$ cat config.mk
export PLATFORM = sky130hd
export DESIGN_NAME = bfu_core
export DESIGN_NICKNAME = d
export VERILOG_FILES = /design/src/logic/bfu_pkg.sv /design/src/logic/bfu_core.sv
export SDC_FILE = /design/constraint.sdc
export NUM_CORES = 1
export LEC_CHECK = 0
export BUFFER_PORTS_ARGS = -buffer_cell sky130_fd_sc_hd__buf_2
export CORE_MARGIN = 2
export CORE_UTILIZATION = 40
export CTS_CLUSTER_SIZE = 40
export DETAILED_ROUTE_END_ITERATION = 8
export PLACE_DENSITY = 0.76
export SLEW_MARGIN = 20
export SYNTH_ARGS = -nofsm -noshare
export SYNTH_HDL_FRONTEND = slang
export SYNTH_SLANG_ARGS = --single-unit
$ cat constraint.sdc
create_clock -name CLOCK_I -period 3.2 [get_ports CLOCK_I]
set_clock_uncertainty 0.05 [all_clocks]
set_input_delay 0.32 -clock CLOCK_I [delete_from_list [all_inputs] [get_ports CLOCK_I]]
set_output_delay 0.32 -clock CLOCK_I [all_outputs]
set_load 0.02 [all_outputs]
$ cat src/logic/bfu_pkg.sv
`default_nettype none
package bfu_pkg;
   // Status register bit positions
   localparam int FLAG_C = 0;
   localparam int FLAG_Z = 1;
   localparam int FLAG_N = 2;
   localparam int FLAG_V = 3;
   localparam int FLAG_S = 4;
   localparam int FLAG_H = 5;
   localparam int FLAG_T = 6;
   localparam int FLAG_I = 7;
   localparam logic [7:0] STATUS_RESET = 8'h00;

   // Wishbone register map (byte addresses)
   localparam logic [3:0] ADR_CMD    = 4'h0;
   localparam logic [3:0] ADR_STATUS = 4'h4;
   localparam logic [3:0] ADR_RESULT = 4'h8;
   localparam logic [3:0] ADR_EVENT  = 4'hc;
   // Command word layout: [7:0] operand, [10:8] bit select, [15:12] opcode
   localparam int CMD_BIT_LSB = 8;
   localparam int CMD_OP_LSB  = 12;

   typedef enum logic [3:0] {
      OP_NOP, OP_ROTATE_LEFT_CARRY, OP_ROTATE_RIGHT_CARRY, OP_LOGICAL_SHIFT_RIGHT,
      OP_ARITHMETIC_SHIFT_RIGHT, OP_SWAP_NIBBLES, OP_BIT_TO_TRANSFER_FLAG,
      OP_TRANSFER_FLAG_TO_BIT, OP_FLAG_SET, OP_FLAG_CLEAR, OP_SLEEP,
      OP_WATCHDOG_RESTART, OP_BREAK
   } bfu_op_type;

   typedef struct packed {
      logic        cyc;
      logic        stb;
      logic        we;
      logic [3:0]  adr;
      logic [3:0]  sel;
      logic [31:0] dat;
   } bfu_wb_req_type;

   typedef struct packed {
      logic        ack;
      logic [31:0] dat;
   } bfu_wb_rsp_type;
endpackage : bfu_pkg
`default_nettype wire

$ cat src/logic/bfu_core.sv
`default_nettype none
// Contract
// - Rotate left through carry, flags ZCNVS
// - Rotate right through carry, flags ZCNVS
// - Selected bit copied into transfer flag
// - Transfer flag copied into selected bit
// - Set or clear overflow only
// - Set or clear half carry only
// - Set or clear signed flag only
// - Sleep pulses sleep logic, flags kept
// - Watchdog restart pulse, flags kept
// - Break signals debug only when enabled
module bfu_core
(
   input  wire logic              CLOCK_I,
   input  wire logic              RST_N_I,
   input  wire logic              CLK_EN_I,
   input  wire logic              DEBUG_EN_I,
   input  wire bfu_pkg::bfu_wb_req_type WB_REQ_I,
   output var  bfu_pkg::bfu_wb_rsp_type WB_RSP_O,
   output logic                   SLEEP_REQ_O,
   output logic                   WDT_RESTART_O,
   output logic                   DEBUG_BREAK_O
);
   import bfu_pkg::*;

   logic [7:0]     status_reg, status_next;
   logic [7:0]     result_reg, result_next;
   logic [2:0]     event_reg, event_next;
   logic           ack_reg, ack_next;
   logic [31:0]    rdat_reg, rdat_next;
   logic           sleep_reg, sleep_next;
   logic           wdt_reg, wdt_next;
   logic           brk_reg, brk_next;

   logic           req;
   logic           cmd_wr;
   logic [7:0]     opd;
   logic [2:0]     bsel;
   bfu_op_type     op;

   // Ack only on a fresh request; ack_reg high blocks a double answer
   assign req    = WB_REQ_I.cyc && WB_REQ_I.stb && !ack_reg;
   assign cmd_wr = req && WB_REQ_I.we && (WB_REQ_I.adr == ADR_CMD) && (&WB_REQ_I.sel[1:0]);
   assign opd    = WB_REQ_I.dat[7:0];
   assign bsel   = WB_REQ_I.dat[CMD_BIT_LSB +: 3];
   assign op     = bfu_op_type'(WB_REQ_I.dat[CMD_OP_LSB +: 4]);

   always_comb
   begin
      logic [7:0] r;
      logic       nf;
      logic       shift_op;
      r           = result_reg;
      shift_op    = 1'b0;
      nf          = 1'b0;
      status_next = status_reg;
      result_next = result_reg;
      event_next  = event_reg;
      sleep_next  = 1'b0;
      wdt_next    = 1'b0;
      brk_next    = 1'b0;
      if (cmd_wr)
      begin
         case (op)
            OP_ROTATE_LEFT_CARRY:
            begin
               r = {opd[6:0], status_reg[FLAG_C]};
               status_next[FLAG_C] = opd[7];
               shift_op = 1'b1;
            end
            OP_ROTATE_RIGHT_CARRY:
            begin
               r = {status_reg[FLAG_C], opd[7:1]};
               status_next[FLAG_C] = opd[0];
               shift_op = 1'b1;
            end
            OP_LOGICAL_SHIFT_RIGHT:
            begin
               r = {1'b0, opd[7:1]};
               status_next[FLAG_C] = opd[0];
               shift_op = 1'b1;
            end
            OP_ARITHMETIC_SHIFT_RIGHT:
            begin
               r = {opd[7], opd[7:1]};
               status_next[FLAG_C] = opd[0];
               shift_op = 1'b1;
            end
            OP_SWAP_NIBBLES:
            begin
               r = {opd[3:0], opd[7:4]};
            end
            OP_BIT_TO_TRANSFER_FLAG:
            begin
               status_next[FLAG_T] = opd[bsel];
            end
            OP_TRANSFER_FLAG_TO_BIT:
            begin
               r = opd;
               r[bsel] = status_reg[FLAG_T];
            end
            OP_FLAG_SET:
            begin
               status_next[bsel] = 1'b1;
            end
            OP_FLAG_CLEAR:
            begin
               status_next[bsel] = 1'b0;
            end
            OP_SLEEP:
            begin
               sleep_next = 1'b1;
               event_next[0] = 1'b1;
            end
            OP_WATCHDOG_RESTART:
            begin
               wdt_next = 1'b1;
               event_next[1] = 1'b1;
            end
            OP_BREAK:
            begin
               if (DEBUG_EN_I)
               begin
                  brk_next = 1'b1;
                  event_next[2] = 1'b1;
               end
            end
            default:
            begin
            end
         endcase
         result_next = r;
         if (shift_op)
         begin
            nf = r[7];
            status_next[FLAG_Z] = (r == 8'h00);
            status_next[FLAG_N] = nf;
            status_next[FLAG_V] = nf ^ status_next[FLAG_C];
            status_next[FLAG_S] = nf ^ (nf ^ status_next[FLAG_C]);
         end
      end
      // Status write from software; event flags clear by writing ones
      if (req && WB_REQ_I.we && WB_REQ_I.sel[0])
      begin
         if (WB_REQ_I.adr == ADR_STATUS)
         begin
            status_next = WB_REQ_I.dat[7:0];
         end
         if (WB_REQ_I.adr == ADR_EVENT)
         begin
            // Set wins: a same-cycle event is kept
            event_next = (event_reg & ~WB_REQ_I.dat[2:0]) | (event_next & ~event_reg);
         end
      end
   end

   always_comb
   begin
      ack_next  = req;
      rdat_next = 32'h0000_0000;
      if (req && !WB_REQ_I.we)
      begin
         case (WB_REQ_I.adr)
            ADR_STATUS: rdat_next = {24'h00_0000, status_reg};
            ADR_RESULT: rdat_next = {24'h00_0000, result_reg};
            ADR_EVENT:  rdat_next = {29'h0000_0000, event_reg};
            default:    rdat_next = 32'h0000_0000;
         endcase
      end
   end

   always_ff @(posedge CLOCK_I)
   begin
      if (!RST_N_I)
      begin
         status_reg <= STATUS_RESET;
         result_reg <= 8'h00;
         event_reg  <= 3'h0;
         ack_reg    <= 1'b0;
         rdat_reg   <= 32'h0000_0000;
         sleep_reg  <= 1'b0;
         wdt_reg    <= 1'b0;
         brk_reg    <= 1'b0;
      end
      else if (CLK_EN_I)
      begin
         status_reg <= status_next;
         result_reg <= result_next;
         event_reg  <= event_next;
         ack_reg    <= ack_next;
         rdat_reg   <= rdat_next;
         sleep_reg  <= sleep_next;
         wdt_reg    <= wdt_next;
         brk_reg    <= brk_next;
      end
   end

   assign WB_RSP_O.ack  = ack_reg;
   assign WB_RSP_O.dat  = rdat_reg;
   assign SLEEP_REQ_O   = sleep_reg;
   assign WDT_RESTART_O = wdt_reg;
   assign DEBUG_BREAK_O = brk_reg;
endmodule // bfu_core
`default_nettype wire

==> flow_metrics.env <==
export IMPL_cts_resized=0
export IMPL_overflow=0
export IMPL_syn_to_final_growth_pct=7.574
export IMPL_grt_pass1_wl_um=11900
export IMPL_slew_headroom=0.6000
export IMPL_grt_total_usage=0.2066
export IMPL_pin_count=83
export IMPL_grt_pass1_vias=2309
export IMPL_synthArstFlopShare=0
export IMPL_start_kind="input pin"
export IMPL_regToRegStartpoint="status_reg[6]$_SDFFE_PN0P_"
export IMPL_via_count=2663
export IMPL_drive_gt1_frac=0.1778
export IMPL_diodes=0
export IMPL_dp_hpwl_um=5325
export IMPL_reg2reg_depth=7
export IMPL_layout_nets=407
export IMPL_vias_per_cell=6.094
export IMPL_total_leakage_power_nw=1.102
export IMPL_synth_warnings=0
export IMPL_endpoint="status_reg[1]$_SDFFE_PN0P_"
export IMPL_postRouteAntennaNets=0
export IMPL_r2r_end="status_reg[1]$_SDFFE_PN0P_"
export IMPL_maxCapViolations=0
export IMPL_htreeDepth=2
export IMPL_crit_fanout=15
export IMPL_cts_tree="yes"
export IMPL_irDropWorstVdd_uv=178.1
export IMPL_clock_sinks=31
export IMPL_cp_arrival_ns=2.62
export IMPL_final_core_util=0.4419
export IMPL_cellPowerDensity_nw_per_um2=323.9
export IMPL_cts_setup_buffers=0
export IMPL_drt_iter0_drc=275
export IMPL_drv_slew=0
export IMPL_start_util=0.4108
export IMPL_min_period_ns=2.477
export IMPL_die_height_um=84.53
export IMPL_rsz0062_at_grt="false"
export IMPL_drtPass1Iterations=5
export IMPL_grt_max_degree=33
export IMPL_wl_per_cell_um=16.81
export IMPL_seqCellArea_um2=620.6
export IMPL_syn_area_um2=2594
export IMPL_critPathRequiredTime_ns=3.35
export IMPL_fillers=669
export IMPL_die_area_um2=7144
export IMPL_fmax_ghz=0.4038
export IMPL_place_congestion=0.9854
export IMPL_setup_tns_ns=0
export IMPL_ys_ff_latch=31
export IMPL_clock_path_buffers=2
export IMPL_clock_latency_ns=0.29
export IMPL_end_kind="register"
export IMPL_ys_flop_type="dfxtp_1"
export IMPL_holdBufCountCts=0
export IMPL_hold_path_class="in2reg"
export IMPL_ff2ff_setup_slack_ns=1.00
export IMPL_avgSynthCellArea_um2=7.719
export IMPL_path_class="in2reg"
export IMPL_worst_pin_slew_ns=0.5954
export IMPL_clkTransAtPathRegs_ns=0.06
export IMPL_num_rows=29
export IMPL_hold_viol=0
export IMPL_numCtsBuffers=5
export IMPL_cts_root_buf="clkbuf_8"
export IMPL_io_buffers=39
export IMPL_setup_viol=0
export IMPL_dieWidth_um=84.53
export IMPL_syn_inst=336
export IMPL_core_um2=6314
export IMPL_multi_input_area_um2=1708
export IMPL_synth_edf_count=0
export IMPL_run_status="finished clean"
export IMPL_ys_types=61
export IMPL_antenna_found_initial=0
export IMPL_drc=0
export IMPL_min_period_over_period=0.7740
export IMPL_startpoint="WB_REQ_I[8]"
export IMPL_routed_wl_um=7348
export IMPL_yosysSeqAreaShare=0.2393
==> power by group <==
part / switching [mW] / internal, mW / leakage, nW
registers: 0.00236 / 0.388 / 0.250
clock network: 0.150 / 0.169 / 0.0470
logic: 0.135 / 0.0600 / 0.805
==> kinds of logic after synthesis <==
family,after synthesis,synth area share
AOI/OAI and AO/OA,122,0.3271
buffers and inverters,64,0.1356
DFF,31,0.2393
muxes,14,0.06464
other,1,0.001446
and+or+nand+nor,104,0.2320
==> placed cells by master, fill, tap and decap left out, drive strengths merged, types with 3 or more instances in the layout <==
cell	netlist	routed
and2	13	13
nor3	6	6
a31oi	6	6
or3	3	3
nand2b	6	6
inv	16	16
o221a	4	4
o21ai	27	27
a22o	3	3
nor2	16	16
nand3	9	9
a22oi	5	5
o21a	4	4
dfxtp	31	31
nor2b	5	5
clkbuf	17	6
o22ai	10	10
nand2	22	22
nand3b	3	3
a21oi	24	24
o211ai	5	5
a32oi	4	4
buf	31	42
a21boi	4	4
conb	1	24
o221ai	6	6
o211a	4	4
nor3b	6	6
mux2i	10	10
==> stage by stage <==
step                      setup WS (ns)  power (mW)  hold WS (ns)  cells  instance area [µm²]
after floorplan                  0.8308      0.5561        0.3842    359                 2680
after global placement           0.5210      0.5875        0.3975    430                 2703
after detailed placement         0.4507      0.5896        0.4094    430                 2703
after CTS                        0.7561      0.9041        0.3318    437                 2790
after global routing             0.6474      0.9444        0.3538    437                 2790
final                            0.7233      0.9036        0.3324    437                 2790
==> area by class of cell <==
cell class                 instances  area share
timing repair buffer              42     0.07803
multi-input combinational        264      0.6121
clock buffer                       6     0.02960
clock inverter                     1    0.001794
inverter                          16     0.02152
sequential                        31      0.2224
tap                               77     0.03453
==> worst min-delay path by stage <==
| stage | startpoint | endpoint | slack [ns] | cells after the start |
|---|---|---|---|---|
| floorplan | event_reg[2]$_SDFFE_PN0P_ | event_reg[2]$_SDFFE_PN0P_ | 0.38 | 2 |
| global placement | event_reg[2]$_SDFFE_PN0P_ | event_reg[2]$_SDFFE_PN0P_ | 0.40 | 2 |
| detailed placement | event_reg[2]$_SDFFE_PN0P_ | event_reg[2]$_SDFFE_PN0P_ | 0.41 | 2 |
| CTS | WB_REQ_I[7] | status_reg[7]$_SDFFE_PN0P_ | 0.33 | 3 |
| global route | WB_REQ_I[7] | status_reg[7]$_SDFFE_PN0P_ | 0.35 | 3 |
| finish | WB_REQ_I[41] | ack_reg$_SDFFE_PN0P_ | 0.33 | 3 |
==> routing by layer <==
metal	wire (µm)	vias up	GRT usage
met5	0	-	0
met3	561	17	0.03736
met1	3173	1267	0.2899
met4	171	0	0.06926
met2	3442	127	0.3200
li1	-	1252	-
==> critical path, stage by stage <==
cell and delay (ns):
buf_2 0.19, nor3b_1 0.43, mux2_2 0.40, a221o_1 0.37, or4_1 0.48, o211a_1 0.21
a211oi_1 0.22
==> cell usage after synthesis (2+ instances only) <==
master | n | share of area
nor2_1 | 16 | 0.023
or3_1 | 3 | 0.0072
nand4b_1 | 2 | 0.0068
o211a_1 | 4 | 0.015
mux4_2 | 2 | 0.017
o221ai_1 | 6 | 0.020
a221o_1 | 2 | 0.0077
buf_1 | 2 | 0.0029
buf_4 | 25 | 0.072
nand3_1 | 9 | 0.017
nor3b_1 | 6 | 0.017
a22o_1 | 3 | 0.010
o221a_2 | 4 | 0.017
nand3b_1 | 3 | 0.0087
o21ai_0 | 26 | 0.050
inv_1 | 16 | 0.023
and2b_1 | 2 | 0.0058
a21boi_0 | 4 | 0.012
o22ai_1 | 10 | 0.024
o21a_1 | 4 | 0.012
and2_1 | 13 | 0.031
o211ai_1 | 5 | 0.014
nor3_1 | 6 | 0.012
nand2_1 | 22 | 0.032
and3_1 | 2 | 0.0048
nand4_1 | 2 | 0.0048
a32oi_1 | 4 | 0.014
o2111ai_1 | 2 | 0.0068
nand2b_4 | 2 | 0.011
buf_2 | 2 | 0.0039
a22oi_1 | 5 | 0.014
dfxtp_1 | 31 | 0.24
a31oi_1 | 5 | 0.012
nor2b_1 | 5 | 0.012
buf_6 | 2 | 0.0087
a221oi_1 | 2 | 0.0068
mux2i_1 | 10 | 0.039
mux2_2 | 2 | 0.0087
clkbuf_1 | 17 | 0.025
nand2b_1 | 4 | 0.0096
a21oi_1 | 24 | 0.046
Note: power is estimated with default switching activity, not from simulation.
